<file path="config.mk">
export PLATFORM = sky130hd
export DESIGN_NAME = scpi_top
export DESIGN_NICKNAME = d
export VERILOG_FILES = /design/src/scpi_pkg.sv /design/src/scpi_sync.sv /design/src/scpi_tick.sv /design/src/scpi_top.sv
export VERILOG_INCLUDE_DIRS = /design/src
export SDC_FILE = /design/constraint.sdc
export NUM_CORES = 1
export LEC_CHECK = 0
export BUFFER_PORTS_ARGS = -buffer_cell sky130_fd_sc_hd__buf_4
export CAP_MARGIN = 25
export CORE_ASPECT_RATIO = 1.2
export CORE_MARGIN = 2
export CORE_UTILIZATION = 45
export CTS_CLUSTER_SIZE = 8
export DETAILED_ROUTE_END_ITERATION = 7
export SYNTH_ARGS = -nofsm -noshare
export SYNTH_HDL_FRONTEND = slang
export SYNTH_SLANG_ARGS = --single-unit
</file>
<file path="constraint.sdc">
create_clock -name pclk -period 7.1 [get_ports pclk]
set_input_delay 0.355 -clock pclk [delete_from_list [all_inputs] [get_ports pclk]]
set_output_delay 0.355 -clock pclk [all_outputs]
set_load 0.02 [all_outputs]
</file>
<file path="src/scpi_cfg.svh">
// Offsets, reset values and timing counts of the loader
`ifndef SCPI_CFG_SVH
`define SCPI_CFG_SVH

// Clock rate of pclk
`define SCPI_PCLK_MHZ        20
// Register byte offsets
`define SCPI_CTRL_OFS        12'h000
`define SCPI_LEN_OFS         12'h004
`define SCPI_STAT_OFS        12'h008
// Reset values
`define SCPI_CTRL_RST        7'h00
`define SCPI_LEN_RST         24'h000100
// Image layout: 32-bit header, payload of LEN bits, one parity beat
`define SCPI_HDR_BITS        26'h0000020
`define SCPI_SYNC_WORD       16'ha55a
`define SCPI_HDR_INIT_BIT    15
`define SCPI_HDR_PIN_HI      14
`define SCPI_HDR_PIN_LO      13
// Flash read command, arbitrary defaults
`define SCPI_FLASH_RD_X1     8'h03
`define SCPI_FLASH_RD_X4     8'h6b
`define SCPI_FLASH_START     24'h000000
`define SCPI_CMD_BITS        6'h20
// Timing figures and pclk counts
`define SCPI_TCF2ST0_NS      600
`define SCPI_TCF2ST0_CYC     (`SCPI_TCF2ST0_NS * `SCPI_PCLK_MHZ / 1000)
`define SCPI_TSTATUS_MIN_US  268
`define SCPI_TSTATUS_MIN_CYC (`SCPI_TSTATUS_MIN_US * `SCPI_PCLK_MHZ)
`define SCPI_TSTATUS_MAX_US  1506
`define SCPI_TSTATUS_MAX_CYC (`SCPI_TSTATUS_MAX_US * `SCPI_PCLK_MHZ)
`define SCPI_CD2UM_MIN_US    175
`define SCPI_CD2UM_MIN_CYC   (`SCPI_CD2UM_MIN_US * `SCPI_PCLK_MHZ)
`define SCPI_CD2UM_MAX_US    437
`define SCPI_CD2UM_MAX_CYC   (`SCPI_CD2UM_MAX_US * `SCPI_PCLK_MHZ)
`define SCPI_INIT_EDGES      8576
`define SCPI_POR_CYC         64
// Falls before init, half ticks before the switch
`define SCPI_DONE_FALLS      2'h2
`define SCPI_CD2CU_HALVES    4'h8

`endif

</file>
<file path="src/scpi_pkg.sv">
// Types shared by the serial configuration loader
package scpi_pkg;

   // Loader sequence states
   typedef enum logic [3:0] {
      ST_POR    = 4'h0,
      ST_CLEAR  = 4'h1,
      ST_WAIT   = 4'h2,
      ST_LOAD   = 4'h3,
      ST_EDGES  = 4'h4,
      ST_SWITCH = 4'h5,
      ST_INIT   = 4'h6,
      ST_USER   = 4'h7,
      ST_ERROR  = 4'h8
   } scpi_state_t;

   // Initialization clock source codes
   typedef enum logic [1:0] {
      SRC_OSC  = 2'h0,
      SRC_USER = 2'h1,
      SRC_CFG  = 2'h2,
      SRC_RSVD = 2'h3
   } scpi_src_t;

   // Control register fields, bit 6 first
   typedef struct packed {
      scpi_src_t  init_src;   // Bits 6:5
      logic       chained;    // Bit 4
      logic [1:0] speed;      // Bits 3:2
      logic       quad;       // Bit 1
      logic       active;     // Bit 0
   } scpi_ctrl_t;

   // Options carried in the image header
   typedef struct packed {
      logic       valid;
      logic       init_pin_en;
      logic [1:0] pin_mode;
   } scpi_opt_t;

endpackage : scpi_pkg

</file>
<file path="src/scpi_sync.sv">
// Two flip-flop synchroniser, one per bit
`timescale 1ns/10ps
module scpi_sync #(
   parameter int W = 1
) (
   // Clock and reset
   input  wire logic         clk,
   input  wire logic         rst_n,
   // Asynchronous in, synchronised out
   input  wire logic [W-1:0] din,
   output logic      [W-1:0] dout
);

   logic [W-1:0] meta;   // First stage, read only by the second

   genvar i;
   generate
      for (i = 0; i < W; i = i + 1) begin : g_bit
         // Each bit gets its own pair of flops
         always_ff @(posedge clk or negedge rst_n) begin
            if (!rst_n) begin
               meta[i] <= 1'b0;
               dout[i] <= 1'b0;
            end else begin
               meta[i] <= din[i];
               dout[i] <= meta[i];
            end
         end
      end
   endgenerate

endmodule : scpi_sync

</file>
<file path="src/scpi_tick.sv">
// Enable pulse divider: one pulse every half cycles of clk
`timescale 1ns/10ps
module scpi_tick #(
   parameter int W = 4
) (
   // Clock and reset
   input  wire logic         clk,
   input  wire logic         rst_n,
   // Control
   input  wire logic         en,
   input  wire logic [W-1:0] half,
   // Pulse out
   output logic              tick
);

   logic [W-1:0] cnt;   // Cycles since last pulse

   // Restarts whenever disabled so the first pulse is a full interval away
   always_ff @(posedge clk or negedge rst_n) begin
      if (!rst_n) begin
         cnt  <= '0;
         tick <= 1'b0;
      end else if (!en) begin
         cnt  <= '0;
         tick <= 1'b0;
      end else if (cnt == half - W'(1)) begin
         cnt  <= '0;
         tick <= 1'b1;
      end else begin
         cnt  <= cnt + W'(1);
         tick <= 1'b0;
      end
   end

endmodule : scpi_tick

</file>
<file path="src/scpi_top.sv">
// Serial configuration port loader with APB control
//
// Overview of operation
// - Reconfig request falling aborts user mode, restarts
// - User mode keeps request, status, done high
// - Status held low for power-on delay
// - Done stays low until image fully accepted
// - Done released only after error-free image
// - Enabled init pin held low until init ends
// - Data pin becomes user pin per option
// - Quad active mode takes four bits per clock
// - User clock init lasts at least 8576 cycles
// - Status low 268 to 1506 us, extendable externally
// - Status and done low within 600 ns
// - Passive data sampled on config clock rising
// - Active mode launches and captures on falling
// - Active clock has four selectable speed ranges
// - Chained active mode never uses fastest range
// - Init source oscillator, user clock or config
// - Oscillator init ends 175 to 437 us after
// - User clock taken four clock periods after done
`timescale 1ns/10ps
`include "scpi_cfg.svh"
module scpi_top #(
   parameter int POR_CYC        = `SCPI_POR_CYC,
   parameter int STATUS_MIN_CYC = `SCPI_TSTATUS_MIN_CYC,
   parameter int INIT_OSC_CYC   = `SCPI_CD2UM_MIN_CYC,
   parameter int INIT_EDGES     = `SCPI_INIT_EDGES
) (
   // APB slave
   input  wire logic        pclk,
   input  wire logic        presetn,
   input  wire logic        psel,
   input  wire logic        penable,
   input  wire logic        pwrite,
   input  wire logic [11:0] paddr,
   input  wire logic [31:0] pwdata,
   output logic      [31:0] prdata,
   output logic             pready,
   output logic             pslverr,
   // Handshake pins, open drain
   input  wire logic        reconfig_req_n,
   input  wire logic        status_n_in,
   output logic             status_n_out,
   output logic             status_n_oe,
   output logic             conf_done_out,
   output logic             conf_done_oe,
   output logic             init_done_n_out,
   output logic             init_done_n_oe,
   // Config clock and serial data
   input  wire logic        config_clock_in,
   output logic             config_clock_out,
   output logic             config_clock_oe,
   input  wire logic        serial_config_data_in,
   output logic             serial_config_data_out,
   output logic             serial_config_data_oe,
   // Flash side
   input  wire logic [3:0]  flash_data_lines,
   output logic             flash_serial_out,
   output logic             flash_select_n,
   // Start-up clock and user side
   input  wire logic        user_startup_clock,
   input  wire logic        user_data_out,
   output logic             user_data_in,
   output logic             user_mode
);

   // Synchronised pins
   logic [8:0]              pin_s;
   logic                    rq_s, st_s, ck_s, sd_s, uc_s;
   logic [3:0]              fd_s;
   logic                    rq_d, ck_d, uc_d;   // Edge history
   logic                    ck_rise, ck_fall, uc_rise, rq_fall;
   // Registers
   scpi_pkg::scpi_ctrl_t    ctrl;
   logic [23:0]             len;
   scpi_pkg::scpi_opt_t     opt;
   scpi_pkg::scpi_state_t   state;
   logic                    img_err;             // Sticky corrupt flag
   // Datapath
   logic [15:0]             tmr;                 // Shared wait counter
   logic [25:0]             bitcnt;              // Image bits taken
   logic [31:0]             hdr;                 // Header shift
   logic                    par;                 // Payload parity
   logic [1:0]              falls;               // Falls after done
   // Active mode clock
   logic                    as_mode, as_run, as_clk, as_tick, as_fall;
   logic [1:0]              eff_speed;
   logic [3:0]              half;
   logic [5:0]              cmd_cnt;
   logic [31:0]             cmd;
   // Beat decode
   logic                    beat;
   logic [3:0]              nib;
   logic [2:0]              bw;
   logic [25:0]             next_bitcnt;
   logic [31:0]             next_hdr;
   logic                    apb_setup, apb_wr;

   // All pins that enter the pclk domain, bar user_data_out, pass two flops
   scpi_sync #(.W(9)) u_sync (
      .clk   (pclk),
      .rst_n (presetn),
      .din   ({reconfig_req_n, status_n_in, config_clock_in,
               serial_config_data_in, user_startup_clock,
               flash_data_lines}),
      .dout  (pin_s)
   );
   assign {rq_s, st_s, ck_s, sd_s, uc_s, fd_s} = pin_s;

   // Edge history on synchronised copies only
   always_ff @(posedge pclk or negedge presetn) begin
      if (!presetn) begin
         rq_d <= 1'b1;
         ck_d <= 1'b0;
         uc_d <= 1'b0;
      end else begin
         rq_d <= rq_s;
         ck_d <= ck_s;
         uc_d <= uc_s;
      end
   end
   assign rq_fall = rq_d & ~rq_s;
   assign ck_rise = ck_s & ~ck_d;
   assign ck_fall = ~ck_s & ck_d;
   assign uc_rise = uc_s & ~uc_d;

   // Speed range; the fastest code is barred when chained
   always_comb begin
      eff_speed = ctrl.speed;
      if (ctrl.chained && ctrl.speed == 2'h3) begin
         eff_speed = 2'h2;
      end
      // Ranges keep the 1:2:4:8 ratio of the four maximums
      unique case (eff_speed)
         2'h0: half = 4'h8;
         2'h1: half = 4'h4;
         2'h2: half = 4'h2;
         2'h3: half = 4'h1;
      endcase
   end

   assign as_mode = ctrl.active;
   assign as_run  = as_mode && (state == scpi_pkg::ST_LOAD ||
                                state == scpi_pkg::ST_EDGES);

   // Half periods; also pace the clock switch
   scpi_tick #(.W(4)) u_tick (
      .clk   (pclk),
      .rst_n (presetn),
      .en    (1'b1),
      .half  (half),
      .tick  (as_tick)
   );
   assign as_fall = as_run & as_tick & as_clk;

   // Active clock idles high: first edge launches
   always_ff @(posedge pclk or negedge presetn) begin
      if (!presetn) begin
         as_clk <= 1'b1;
      end else if (!as_run) begin
         as_clk <= 1'b1;
      end else if (as_tick) begin
         as_clk <= ~as_clk;
      end
   end

   // Read command shifted out on falling edges
   assign cmd = {(ctrl.quad ? `SCPI_FLASH_RD_X4 : `SCPI_FLASH_RD_X1),
                 `SCPI_FLASH_START};
   always_ff @(posedge pclk or negedge presetn) begin
      if (!presetn) begin
         cmd_cnt          <= '0;
         flash_serial_out <= 1'b0;
      end else if (state != scpi_pkg::ST_LOAD) begin
         cmd_cnt          <= '0;
         flash_serial_out <= 1'b0;
      end else if (as_fall && cmd_cnt != `SCPI_CMD_BITS) begin
         flash_serial_out <= cmd[5'h1f - cmd_cnt[4:0]];
         cmd_cnt          <= cmd_cnt + 6'h01;
      end
   end

   // Beat: passive rise, or active fall after the command
   always_comb begin
      if (as_mode) begin
         beat = as_fall && cmd_cnt == `SCPI_CMD_BITS;
         // Quad takes all four lines, single takes the return line
         nib  = ctrl.quad ? fd_s : {fd_s[1], 3'h0};
         bw   = ctrl.quad ? 3'h4 : 3'h1;
      end else begin
         beat = ck_rise;
         nib  = {sd_s, 3'h0};
         bw   = 3'h1;
      end
      next_bitcnt = bitcnt + {23'h000000, bw};
      next_hdr    = (bw == 3'h4) ? {hdr[27:0], nib} : {hdr[30:0], nib[3]};
   end

   // Main sequence, one shared wait counter
   always_ff @(posedge pclk or negedge presetn) begin
      if (!presetn) begin
         state   <= scpi_pkg::ST_POR;
         tmr     <= '0;
         bitcnt  <= '0;
         hdr     <= '0;
         par     <= 1'b0;
         falls   <= '0;
         opt     <= '0;
         img_err <= 1'b0;
      end else if (rq_fall && state != scpi_pkg::ST_POR) begin
         state   <= scpi_pkg::ST_CLEAR;
         tmr     <= '0;
         opt     <= '0;
         img_err <= 1'b0;
      end else begin
         unique case (state)
            scpi_pkg::ST_POR: begin
               // Status low for the power-on delay
               tmr <= tmr + 16'h0001;
               if (tmr == 16'(POR_CYC - 1)) begin
                  tmr   <= '0;
                  state <= rq_s ? scpi_pkg::ST_WAIT : scpi_pkg::ST_CLEAR;
               end
            end
            scpi_pkg::ST_CLEAR: begin
               // Minimum low time, stretched by a held request
               if (tmr != 16'(STATUS_MIN_CYC - 1)) begin
                  tmr <= tmr + 16'h0001;
               end else if (rq_s) begin
                  state <= scpi_pkg::ST_WAIT;
               end
            end
            scpi_pkg::ST_WAIT: begin
               // Status released; a party holding it low delays us
               bitcnt <= '0;
               par    <= 1'b0;
               falls  <= '0;
               if (st_s) begin
                  state <= scpi_pkg::ST_LOAD;
               end
            end
            scpi_pkg::ST_LOAD: begin
               if (beat) begin
                  bitcnt <= next_bitcnt;
                  if (bitcnt < `SCPI_HDR_BITS) begin
                     hdr <= next_hdr;
                     if (next_bitcnt == `SCPI_HDR_BITS) begin
                        // Header carries sync word and option bits
                        if (next_hdr[31:16] != `SCPI_SYNC_WORD) begin
                           img_err <= 1'b1;
                           state   <= scpi_pkg::ST_ERROR;
                        end
                        opt <= {1'b1, next_hdr[`SCPI_HDR_INIT_BIT],
                                next_hdr[`SCPI_HDR_PIN_HI:`SCPI_HDR_PIN_LO]};
                     end
                  end else if (bitcnt < `SCPI_HDR_BITS + {2'h0, len}) begin
                     par <= par ^ (^nib);
                  end else if (nib[3] == par) begin
                     state <= scpi_pkg::ST_EDGES;
                  end else begin
                     img_err <= 1'b1;
                     state   <= scpi_pkg::ST_ERROR;
                  end
               end
            end
            scpi_pkg::ST_EDGES: begin
               // Two falls after done; active mode makes its own
               if (as_mode ? as_fall : ck_fall) begin
                  falls <= falls + 2'h1;
                  if (falls == `SCPI_DONE_FALLS - 2'h1) begin
                     tmr   <= '0;
                     state <= (ctrl.init_src == scpi_pkg::SRC_USER)
                              ? scpi_pkg::ST_SWITCH : scpi_pkg::ST_INIT;
                  end
               end
            end
            scpi_pkg::ST_SWITCH: begin
               // Wait four active clock periods at the set speed before the swap
               if (as_tick) begin
                  tmr <= tmr + 16'h0001;
                  if (tmr == 16'({12'h000, `SCPI_CD2CU_HALVES}) - 16'h1) begin
                     tmr   <= '0;
                     state <= scpi_pkg::ST_INIT;
                  end
               end
            end
            scpi_pkg::ST_INIT: begin
               // Source choice; config clock only for passive loads
               if (ctrl.init_src == scpi_pkg::SRC_USER) begin
                  if (uc_rise) begin
                     tmr <= tmr + 16'h0001;
                  end
                  if (tmr == 16'(INIT_EDGES)) begin
                     state <= scpi_pkg::ST_USER;
                  end
               end else if (ctrl.init_src == scpi_pkg::SRC_CFG &&
                            !as_mode) begin
                  if (ck_rise) begin
                     tmr <= tmr + 16'h0001;
                  end
                  if (tmr == 16'(INIT_EDGES)) begin
                     state <= scpi_pkg::ST_USER;
                  end
               end else begin
                  tmr <= tmr + 16'h0001;
                  if (tmr == 16'(INIT_OSC_CYC - 1)) begin
                     state <= scpi_pkg::ST_USER;
                  end
               end
            end
            scpi_pkg::ST_USER: begin
               tmr <= '0;   // Only a request edge leaves user mode
            end
            scpi_pkg::ST_ERROR: begin
               tmr <= '0;   // Held until the host requests a restart
            end
            default: begin
               state <= scpi_pkg::ST_CLEAR;
            end
         endcase
      end
   end

   // Pin drivers, all registered
   always_ff @(posedge pclk or negedge presetn) begin
      if (!presetn) begin
         status_n_oe            <= 1'b1;
         status_n_out           <= 1'b0;
         conf_done_oe           <= 1'b1;
         conf_done_out          <= 1'b0;
         init_done_n_oe         <= 1'b0;
         init_done_n_out        <= 1'b0;
         config_clock_oe        <= 1'b0;
         config_clock_out       <= 1'b1;
         flash_select_n         <= 1'b1;
         serial_config_data_oe  <= 1'b0;
         serial_config_data_out <= 1'b0;
         user_data_in           <= 1'b0;
         user_mode              <= 1'b0;
      end else begin
         // Status low in reset phases and on a bad image
         status_n_oe  <= state == scpi_pkg::ST_POR ||
                         state == scpi_pkg::ST_CLEAR ||
                         state == scpi_pkg::ST_ERROR;
         status_n_out <= 1'b0;
         // Done held low until the image is
         conf_done_oe  <= state == scpi_pkg::ST_POR ||
                          state == scpi_pkg::ST_CLEAR ||
                          state == scpi_pkg::ST_WAIT ||
                          state == scpi_pkg::ST_LOAD ||
                          state == scpi_pkg::ST_ERROR;
         conf_done_out <= 1'b0;
         // Init pin low once its option is loaded, until user mode
         init_done_n_oe  <= opt.valid && opt.init_pin_en &&
                            state != scpi_pkg::ST_USER &&
                            state != scpi_pkg::ST_ERROR;
         init_done_n_out <= 1'b0;
         config_clock_oe  <= as_run;
         config_clock_out <= as_clk;
         flash_select_n   <= !(as_mode && state == scpi_pkg::ST_LOAD);
         // Data pin handed to user logic per option
         serial_config_data_oe  <= state == scpi_pkg::ST_USER &&
                                   opt.pin_mode == 2'h1;
         serial_config_data_out <= user_data_out;
         user_data_in           <= (state == scpi_pkg::ST_USER) & sd_s;
         // All handshake drivers released here
         user_mode <= state == scpi_pkg::ST_USER;
      end
   end

   // APB: no wait states, pready follows the setup cycle
   assign apb_setup = psel & ~penable & ~pready;
   assign apb_wr    = psel & penable & pready & pwrite;

   // Bus answer
   always_ff @(posedge pclk or negedge presetn) begin
      if (!presetn) begin
         pready  <= 1'b0;
         pslverr <= 1'b0;
         prdata  <= '0;
      end else begin
         pready  <= apb_setup;
         pslverr <= 1'b0;
         prdata  <= '0;
         if (apb_setup) begin
            unique case (paddr)
               `SCPI_CTRL_OFS: prdata <= {25'h0000000, ctrl};
               `SCPI_LEN_OFS:  prdata <= {8'h00, len};
               `SCPI_STAT_OFS: prdata <= {22'h000000, st_s, img_err,
                                          opt.valid, user_mode,
                                          ~conf_done_oe, 1'b0, state};
               default:        pslverr <= 1'b1;   // Unmapped address
            endcase
         end
      end
   end

   // Writable registers, taken at the completing edge
   always_ff @(posedge pclk or negedge presetn) begin
      if (!presetn) begin
         ctrl <= `SCPI_CTRL_RST;
         len  <= `SCPI_LEN_RST;
      end else if (apb_wr) begin
         if (paddr == `SCPI_CTRL_OFS) begin
            ctrl <= pwdata[6:0];
         end
         if (paddr == `SCPI_LEN_OFS) begin
            len <= pwdata[23:0];
         end
      end
   end

endmodule : scpi_top

</file>
==> results of run 1 <==
==> cell type report <==
cell class / count / area, um^2
Fill cell: 1992 / 10300
Multi-Input combinational cell: 735 / 4860
Sequential cell: 186 / 4660
Timing Repair Buffer: 94 / 714
Clock buffer: 18 / 429
Tap cell: 274 / 343
Clock inverter: 14 / 204
Inverter: 20 / 75.1
==> final timing paths <==
kind | startpoint | end | slack [ns]
worst max register to register | as_mode | img_err | 3.11
worst min-delay path | reconfig_req_n | u_sync.meta[8] | 0.02
max in group asynchronous | presetn | hdr[14] | 4.78
min in group asynchronous | presetn | prdata[12] | 0.52
worst min register to register | u_sync.meta[0] | u_sync.dout[0] | 0.35
worst max-delay path | as_mode | img_err | 3.11
==> power by group through the flow <==
stage	logic [mW]	clock network (mW)	registers, mW
5_1_grt	0.0739	1.09	1.07
3_3_place_gp	0.0660	0	1.09
2_1_floorplan	0.0214	0	1.09
3_5_place_dp	0.0665	0	1.09
6_report	0.0649	1.02	1.07
4_1_cts	0.0671	1.05	1.07
==> stage by stage <==
| stage | instance area [um^2] | setup slack [ns] | total power [mW] | hold slack (ns) | util, % |
|---|---|---|---|---|---|
| 3_5_place_dp | 10600 | 3.12 | 1.16 | 0.335 | 49.4 |
| 5_1_grt | 11300 | 2.80 | 2.24 | 0.00109 | 52.4 |
| 4_1_cts | 11300 | 3.08 | 2.18 | 0.00823 | 52.4 |
| 3_3_place_gp | 10600 | 3.14 | 1.16 | 0.333 | 49.4 |
| 2_1_floorplan | 9870 | 3.67 | 1.11 | 0.0594 | - |
| 6_report | 11300 | 3.11 | 2.16 | 0.0194 | 52.4 |
==> logic make-up after synthesis <==
family	synth area share, %
other cells	0.0382
fa+ha+maj	4.33
simple gates	20.4
flops	47.4
mux	7.61
buf+inv	3.58
xor+xnor	2.94
compound gates	13.6
==> placed cells by master, fill, tap and decap left out, types with 4 or more instances in the layout <==
cell type and count:
dfrtp_1 179, nor2_1 93, buf_4 92, nand2_1 70
o21ai_0 63, a21oi_1 53, mux2i_1 41, ha_1 34
nand3_1 33, mux2_2 30, and2_1 24, nand4_1 21
inv_1 19, nor3_1 19, xor2_1 19, and3_1 17
clkbuf_16 17, nor2b_1 15, xnor2_1 14, a31oi_1 12
nand2b_1 11, nor4_1 11, o31ai_1 11, conb_1 11
a22o_1 10, or3_1 9, or4_1 8, a21o_1 8
o22ai_1 7, dfstp_2 7, nor3b_1 6, a22oi_1 5
o21a_1 5, a211oi_1 5, o41ai_1 5, or2_2 4
nor4_2 4, inv_8 4
==> routing by layer <==
metal	up-vias	GRT usage [%]
met2	156	34.8
li1	3703	-
met4	0	6.63
met3	31	3.23
met1	3706	26.7
met5	-	0
==> registers in the layout, indices dropped and copies added, names as in the netlist, 9 cells and up <==
name and count:
hdr 31, bitcnt 26, len 24, prdata 24, tmr 16, u_sync.dout 9
u_sync.meta 9
==> critical path, cell delays in order, from the launching register on <==
cell and delay (ns):
dfrtp_1 0.57, nand2_1 0.46, inv_2 0.69, ha_1 0.31, a31o_2 0.24, nand4_1 0.24, or2_2 0.38, xor2_1 0.23
nand4_1 0.20, a2111oi_2 0.47, a21o_1 0.13
==> metrics.yaml, run 1 <==
clkPwrFrac_pct: 47.4
antenna_found_initial: 0
num_antenna_cells: 0
ios: 107
first_global_vias: 7598
cts_made_buffers: 17
wl_met2_um: 11300
overflow: 0
fmax_mhz: 250
ir_drop_mv: 0.166
syn-cell-area_mm2: 0.00983
track_usage_pct: 20.4
clockBufferDepth: 2
p_leak_nw: 5.04
status: "finished clean"
worst_slew_pin_slew_ns: 1.00
seq_power_share_pct: 49.5
max-cap-violations: 0
ys.flop_type: "dfrtp_1"
core_mm2: 0.0216
finClkSkew_ns: 0.0110
finalCriticalPeriod_ns: 3.99
holdPathStages: 1
die_w_um: 139
final.period_utilization_pct: 56.2
routedWlPerCell_um: 17.0
firstDrtPassIters: 5
p_switching_mw: 0.495
place_inst: 1308
htree_levels: 4
netlist_top_cells_area: "dfrtp_1 (46%), ha_1 (4.3%), mux2i_1 (4.2%)"
slew_violations: 0
critPathCaptureType: "flop"
slew_headroom_pct: 32.7
hpwl_um: 15900
syn_inst: 985
synth_top_area_share_pct: 45.6
port_buffers: 87
gp_congestion: 0.845
worstPathRequired_ns: 7.48
drive_gt1_share_pct: 17.1
synth_edf_count: 0
postCtsSetupBuffers: 0
hold_buffers: 1
area_delta_synth_final_pct: 14.9
async_reset_ff_share_pct: 100
avgSynthCellArea_um2: 9.98
path_clk_slew_ns: 0.07
p_comb_share_pct: 3.0
startpoint_type: "flop"
clkSinkCount: 186
viasPerCell: 5.66
rsz0062_at_grt: "no"
setup-tns-final_ns: 0
swShare_pct: 22.9
ys_types: 77
grt_first_pass_wirelength_um: 38600
synth_top_area_cell: "dfrtp_1"
die_h_um: 166
clk_latency_ns: 0.44
grt_max_degree: 87
drtAntennaViolNets: 0
vias: 7596
power_density_mw_per_mm2: 191
cts_root_buf: "clkbuf_16"
dieArea_mm2: 0.0230
ys_seq_elements: 186
r2r_cells: 10
drt_iter0_drc: 585
synthTopCellsByCount: "dfrtp_1 (179), nor2_1 (93), nand2_1 (70)"
path_class: "flop to flop"
intPower_mw: 1.66
highest_layer: "met4"
crit_arrival_ns: 4.37
cts_resized: 0
cts_tree: "done"
routedLengthMet1_um: 10300
yosys_warnings: 0
initial_core_util_pct: 45.6
fin_cells: 1341
num_rows: 59
drc: 0
timing.final.hold_violations: 0
yosysSeqAreaShare_pct: 47.4
wl_met3_um: 765
wl_um: 22800
synthMostInstantiatedCell: "dfrtp_1"
min_path_type: "input pin to flop"
cp_max_fo: 28
setup_viol: 0
finalNetCount: 1147
No activity file was read; power rests on OpenSTA's default activity.
==> inputs of run 2 (changes only) <==
Settings changed: ABC_AREA set to 1.
Clock period 7.1 ns to 4 ns, I/O delays scaled along.
==> run 2 against run 1 <==
Synthesized cell count up 29%. Clock skew increased by 0.0010 ns. Wire length grew 9.3%. Critical path depth up 11. Register-to-register slack lost 2.6 ns. Power rose by 71%. Highest routed layer unchanged.
==> metrics.yaml, run 2 <==
p_leak_nw: 5.82  # +15%
synthMostInstantiatedCell: "nand2_1"
final_core_util_pct: 53.5  # +1.1 points
clkSinkCount: 186  # unchanged
synth_xor_area_share_pct: 2.73  # -0.21 points
finalNetCount: 1479  # +29%
drtAntennaViolNets: 0  # unchanged
die_w_um: 142  # +2.1%
grt_first_pass_wirelength_um: 41700  # +8.0%
seq_power_share_pct: 51.3  # +1.8 points
slew_violations: 0  # unchanged
top_regs: "hdr x31, bitcnt x26"
postCtsSetupBuffers: 0  # unchanged
regMostFlops: "hdr"
synthSimpleGateAreaFrac_pct: 26.2  # +5.8 points
p_comb_share_pct: 3.6  # +0.6 points
routedWlPerCell_um: 14.9  # -13%
grt_util_met3_pct: 3.92  # +0.69 points
drt_iter0_drc: 559  # -4.4%
fillers: 2138  # +7.3%
ys_seq_elements: 186  # unchanged
max-cap-violations: 0  # unchanged
startpoint_type: "flop"
htree_levels: 4  # unchanged
synth_compound_area_share_pct: 10.2  # -3.5 points
synthAdderAreaFrac_pct: 4.15  # -0.18 points
port_buffers: 87  # unchanged
finalCriticalPeriod_ns: 3.47  # -0.520 ns
finClkSkew_ns: 0.0120  # +0.00100 ns
synth_top_family_by_area: "simple AND/OR/NAND/NOR gates"
place_inst: 1616  # +24%
firstDrtPassIters: 5  # unchanged
track_usage_pct: 21.8  # +1.4 points
path_clk_slew_ns: 0.08  # about the same
grt_max_degree: 115  # +32%
ir_drop_mv: 0.299  # +81%
r2r_cells: 21  # +11
holdPathStages: 3  # +2
path_class: "flop to flop"
synth_top_area_cell: "dfrtp_1"
grt_use_met2_pct: 39.4  # +4.6 points
drc: 0  # unchanged
fmax_mhz: 288  # +15%
gp_congestion: 0.880  # +4.1%
yosys-mux-area-fraction_pct: 2.84  # -4.8 points
ios: 107  # unchanged
regArea_mm2: 0.00466  # unchanged
top_usage_layer: "met2"
cts_tree: "done"
setup-tns-final_ns: 0  # unchanged
cp_max_fo: 5  # -82%
largest_reg_flops: 31  # unchanged
num_antenna_cells: 0  # unchanged
grtUsageMet1_pct: 26.4  # -0.26 points
synth_edf_count: 0  # unchanged
yosysSeqAreaShare_pct: 45.4  # -2.0 points
status: "finished clean"
die_h_um: 169  # +2.1%
hpwl_um: 18200  # +14%
avgSynthCellArea_um2: 8.05  # -19%
worstPathRequired_ns: 4.33  # -3.15 ns
antenna_found_initial: 0  # unchanged
critPathCaptureType: "flop"
wl_um: 24900  # +9.3%
area_delta_synth_final_pct: 16.9
final.period_utilization_pct: 86.8  # +31 points
swShare_pct: 24.8  # +1.9 points
syn_inst: 1274  # +29%
clockBufferDepth: 2  # unchanged
min_path_type: "input pin to flop"
final_common_cell: "nand2_1"
multi_input_area_mm2: 0.00477  # -1.8%
core_mm2: 0.0224  # +4.1%
cts_root_buf: "clkbuf_16"
dieArea_mm2: 0.0240  # +4.3%
synth_top_area_share_pct: 43.7  # -1.9 points
power_density_mw_per_mm2: 308  # +61%
p_switching_mw: 0.917  # +85%
layout_common_cells: "nand2_1 (302), dfrtp_1 (179), inv_1 (158), nor2_1 (108), o21ai_0 (96)"
worst_slew_pin_slew_ns: 0.917  # -0.0875 ns
first_global_vias: 8509  # +12%
clkPwrFrac_pct: 45.1  # -2.3 points
ys.flop_type: "dfrtp_1"
cts_made_buffers: 17  # unchanged
vias: 8761  # +15%
timing.final.hold_violations: 0  # unchanged
netlist_top_cells_area: "dfrtp_1 (44%), nand2_1 (11%), inv_1 (5.8%)"
viasPerCell: 5.22  # -7.8%
fin_cells: 1678  # +25%
overflow: 0  # unchanged
synthTopCellsByCount: "nand2_1 (302), dfrtp_1 (179), inv_1 (158)"
setup_viol: 0  # unchanged
num_rows: 60  # +1.7%
async_reset_ff_share_pct: 100  # unchanged
intPower_mw: 2.78  # +67%
syn-cell-area_mm2: 0.0103  # +4.4%
crit_arrival_ns: 3.80  # -0.57 ns
ys_types: 54  # -30%
yosys_warnings: 0  # unchanged
rsz0062_at_grt: "no"
clk_latency_ns: 0.44  # about the same
drive_gt1_share_pct: 13.9  # -3.1 points
initial_core_util_pct: 45.7  # +0.12 points
slew_headroom_pct: 38.9  # +6.2 points
run 2: final timing paths:
path                                start  slack [ns]             end
min reg2reg                u_sync.meta[4]        0.35  u_sync.dout[4]
max                                len[8]        0.53        state[0]
max reg2reg                        len[8]        0.53        state[0]
max in group asynchronous         presetn        2.56    conf_done_oe
min                             pwdata[4]        0.05         ctrl[4]
min in group asynchronous         presetn        0.45      bitcnt[21]
run 2: routing by layer:
layer | vias up | share of wire [%]
met1 | 4186 | 43
met4 | 0 | 1.7
met5 | - | 0
met3 | 30 | 3.3
li1 | 4398 | -
met2 | 147 | 52
run 2: per-stage QoR:
step           worst slack [ns]  power [mW]  area (um^2)  hold WS (ns)
2_1_floorplan             0.985        1.97        10300       -0.0956
3_3_place_gp              0.642        2.05        11100         0.310
3_5_place_dp              0.558        2.05        11100         0.311
4_1_cts                   0.533        3.75        12000        0.0336
5_1_grt                  0.0864        3.84        12000        0.0454
6_report                  0.526        3.70        12000        0.0502
run 2: power groups by stage:
stage	clock network [mW]	logic (mW)	registers [mW]
floorplan	0	0.0325	1.94
global placement	0	0.113	1.94
detailed placement	0	0.114	1.94
CTS	1.71	0.137	1.90
global route	1.79	0.150	1.90
finish	1.67	0.134	1.90
run 2: layout make-up:
cell class                      instances  area share (%)
Multi-Input combinational cell        891            39.8
Sequential cell                       186            38.9
Timing Repair Buffer                  122            8.37
Inverter                              168            5.27
Clock buffer                           17            3.55
Tap cell                              279            2.91
Clock inverter                         15            1.26
run 2: cell families (layout without fill, tap and decap cells):
family	after synthesis	after routing
xor gates and xnor gates	32	32
AOI/OAI and AO/OA	183	183
adders and majority gates	34	34
and+or+nand+nor	604	604
DFF	186	186
other	1	11
buffers and inverters	207	322
muxes	27	27
run 2: worst max-delay path, cell delays in order, from the launching register on:
cell and delay (ns):
dfstp_2 0.56, inv_1 0.06, nor3_2 0.25, nand2_1 0.11, inv_1 0.09, nand3_1 0.10
nor2_1 0.11, nand2_1 0.07, nor2_1 0.15, nand3_1 0.14, nor2_1 0.18, nand3_1 0.11
ha_1 0.30, nand4_1 0.09, nor3_1 0.27, a21oi_1 0.20, nand3_1 0.14, nand3_1 0.10
nand2_2 0.12, nand2_2 0.09, nand2_1 0.07, nand2_1 0.05
run 2: repair_timing:
item,CTS,global route
gates resized for setup,0,0
hold buffers,29,0
hold endpoints to repair,136,0
endpoints found under the setup margin,0,0
==> inputs of run 3 (changes only) <==
Settings changed: PLACE_DENSITY set to 0.7.
==> run 3 against run 2 <==
Register-to-register slack worse by 0.07 ns. Combinational power is 3% lower. Power is 0.31% higher. First-iteration DRC count is 1.1% lower. Die area stayed put. Wire length is 0.62% lower. Sequential share of layout area is 0.11 points higher. Clock skew is 0.0093 ns higher. Clock-buffer cell count stayed put. Critical path type unchanged. Critical endpoint is now state[1]. Largest cell class unchanged. Largest power group unchanged. Highest routed layer unchanged.
==> metrics.yaml, run 3 (synthesized netlist as in run 2, its figures left out) <==
worst_slew_pin_slew_ns: 0.886  # -0.0307 ns
firstDrtPassIters: 6  # +1
viasPerCell: 5.30  # +1.6%
final.period_utilization_pct: 88.5  # +1.6 points
antenna_found_initial: 0  # unchanged
port_buffers: 87  # unchanged
crit_arrival_ns: 3.85  # +0.05 ns
worstPathRequired_ns: 4.31  # -0.02 ns
drc: 0  # unchanged
rr_endpoint: "state[1]"
cts_made_buffers: 17  # unchanged
regArea_mm2: 0.00466  # unchanged
holdPathEnd: "len[12]"
final_core_util_pct: 53.3  # -0.15 points
layout_common_cells: "nand2_1 (302), dfrtp_1 (179), inv_1 (158), nor2_1 (108), o21ai_0 (96)"
cts_root_buf: "clkbuf_16"
finalCriticalPeriod_ns: 3.54  # +0.0660 ns
track_usage_pct: 21.4  # -0.41 points
grt_first_pass_wirelength_um: 41200  # -1.1%
ir_drop_mv: 0.260  # -13%
top_regs: "hdr x31, bitcnt x26"
multi_input_area_mm2: 0.00477  # unchanged
max-cap-violations: 0  # unchanged
gp_congestion: 0.916  # +4.2%
drtAntennaViolNets: 0  # unchanged
dpl-instance-area_mm2: 0.0111  # about the same
die_h_um: 169  # unchanged
clockBufferDepth: 2  # unchanged
htree_levels: 4  # unchanged
timing.final.hold_violations: 0  # unchanged
startpoint_type: "flop"
vias: 8875  # +1.3%
dieArea_mm2: 0.0240  # unchanged
grt_max_degree: 96  # -17%
num_rows: 60  # unchanged
rsz0062_at_grt: "no"
area_delta_synth_final_pct: 16.6
critPathCaptureType: "flop"
cts_tree: "done"
status: "finished clean"
power_density_mw_per_mm2: 310  # +0.59%
largest_reg_flops: 31  # unchanged
fmax_mhz: 283  # -1.9%
routedWlPerCell_um: 14.8  # -0.32%
path_clk_slew_ns: 0.08  # about the same
drive_gt1_share_pct: 13.9  # -0.022 points
slew_violations: 0  # unchanged
cp_max_fo: 5  # unchanged
postCtsSetupBuffers: 0  # unchanged
finalNetCount: 1475  # -0.27%
regMostFlops: "hdr"
min_path_type: "input pin to flop"
r2r_setup_slack_ns: 0.46  # -0.07 ns
holdPathStages: 2  # -1
r2r_cells: 21  # unchanged
core_mm2: 0.0224  # unchanged
finClkSkew_ns: 0.0213  # +0.00932 ns
overflow: 0  # unchanged
ios: 107  # unchanged
hold_start: "pwdata[12]"
setup-tns-final_ns: 0  # unchanged
p_leak_nw: 5.81  # -0.18%
fillers: 2049  # -4.2%
final_common_cell: "nand2_1"
clkSinkCount: 186  # unchanged
num_antenna_cells: 0  # unchanged
die_w_um: 142  # unchanged
setup_viol: 0  # unchanged
wl_um: 24800  # -0.62%
drt_iter0_drc: 553  # -1.1%
slew_headroom_pct: 40.7  # +1.8 points
path_class: "flop to flop"
fin_area_mm2: 0.0120  # -0.28%
initial_core_util_pct: 45.7  # unchanged
hpwl_um: 18000  # -1.1%
worstReg2RegStart: "len[8]"
first_global_vias: 8632  # +1.4%
clk_latency_ns: 0.44  # about the same
run 3: worst max-delay path: stages, from the launching register on:
cell and delay (ns):
dfstp_2 0.57, inv_1 0.06, nor3_2 0.27, nand2_1 0.12
inv_1 0.08, nand3_1 0.10, nor2_1 0.12, nand2_1 0.07
nor2_1 0.15, nand3_1 0.13, nor2_1 0.19, nand3_1 0.12
ha_1 0.31, nand4_1 0.09, nor3_1 0.26, nand3_1 0.21
nand3_1 0.14, nand3_1 0.10, nand2_2 0.11, nand2_2 0.09
nand2_1 0.07, nand2_1 0.05
run 3: per-stage QoR:
stage,hold WS [ns],power [mW],cells,setup WS (ns)
CTS,0.00159,3.76,1673,0.459
floorplan,-0.0956,1.97,1284,0.985
global placement,0.309,2.05,1617,0.642
detailed placement,0.311,2.05,1617,0.482
global route,0.00289,3.84,1673,0.104
finish,0.0108,3.71,1673,0.460
run 3: worst max path at each step:
stage                     cells after the start  slack, ns     from       end
after floorplan                              20       0.99  as_mode  state[3]
after global placement                       22       0.64   len[5]   img_err
after detailed placement                     21       0.48   len[8]  state[2]
after CTS                                    21       0.46   len[8]  state[1]
after global routing                         23       0.10   len[5]  state[3]
final                                        21       0.46   len[8]  state[1]
run 3: area by class of cell:
cell class | count | area share (%)
Inverter | 168 | 5.28
Sequential cell | 186 | 39.0
Multi-Input combinational cell | 891 | 39.9
Tap cell | 279 | 2.92
Clock inverter | 14 | 1.30
Clock buffer | 17 | 3.56
Timing Repair Buffer | 118 | 8.08
run 3: what timing repair did:
action                    in CTS  in global routing
hold endpoints to repair     112                  0
resized for setup              0                  0
hold buffers                  25                  0
run 3: power by group:
group | leakage (nW) | switching, mW | internal [mW]
Sequential | 2.51 | 0.00680 | 1.89
Clock | 0.285 | 0.799 | 0.884
Combinational | 3.02 | 0.0730 | 0.0570
run 3: per-layer routing:
layer | GRT usage, % | share of wire, % | vias up
met4 | 8.57 | 3.1 | 0
met3 | 3.36 | 3.7 | 54
met5 | 0 | 0 | -
li1 | - | - | 4382
met1 | 26.4 | 43 | 4208
met2 | 37.3 | 50 | 231
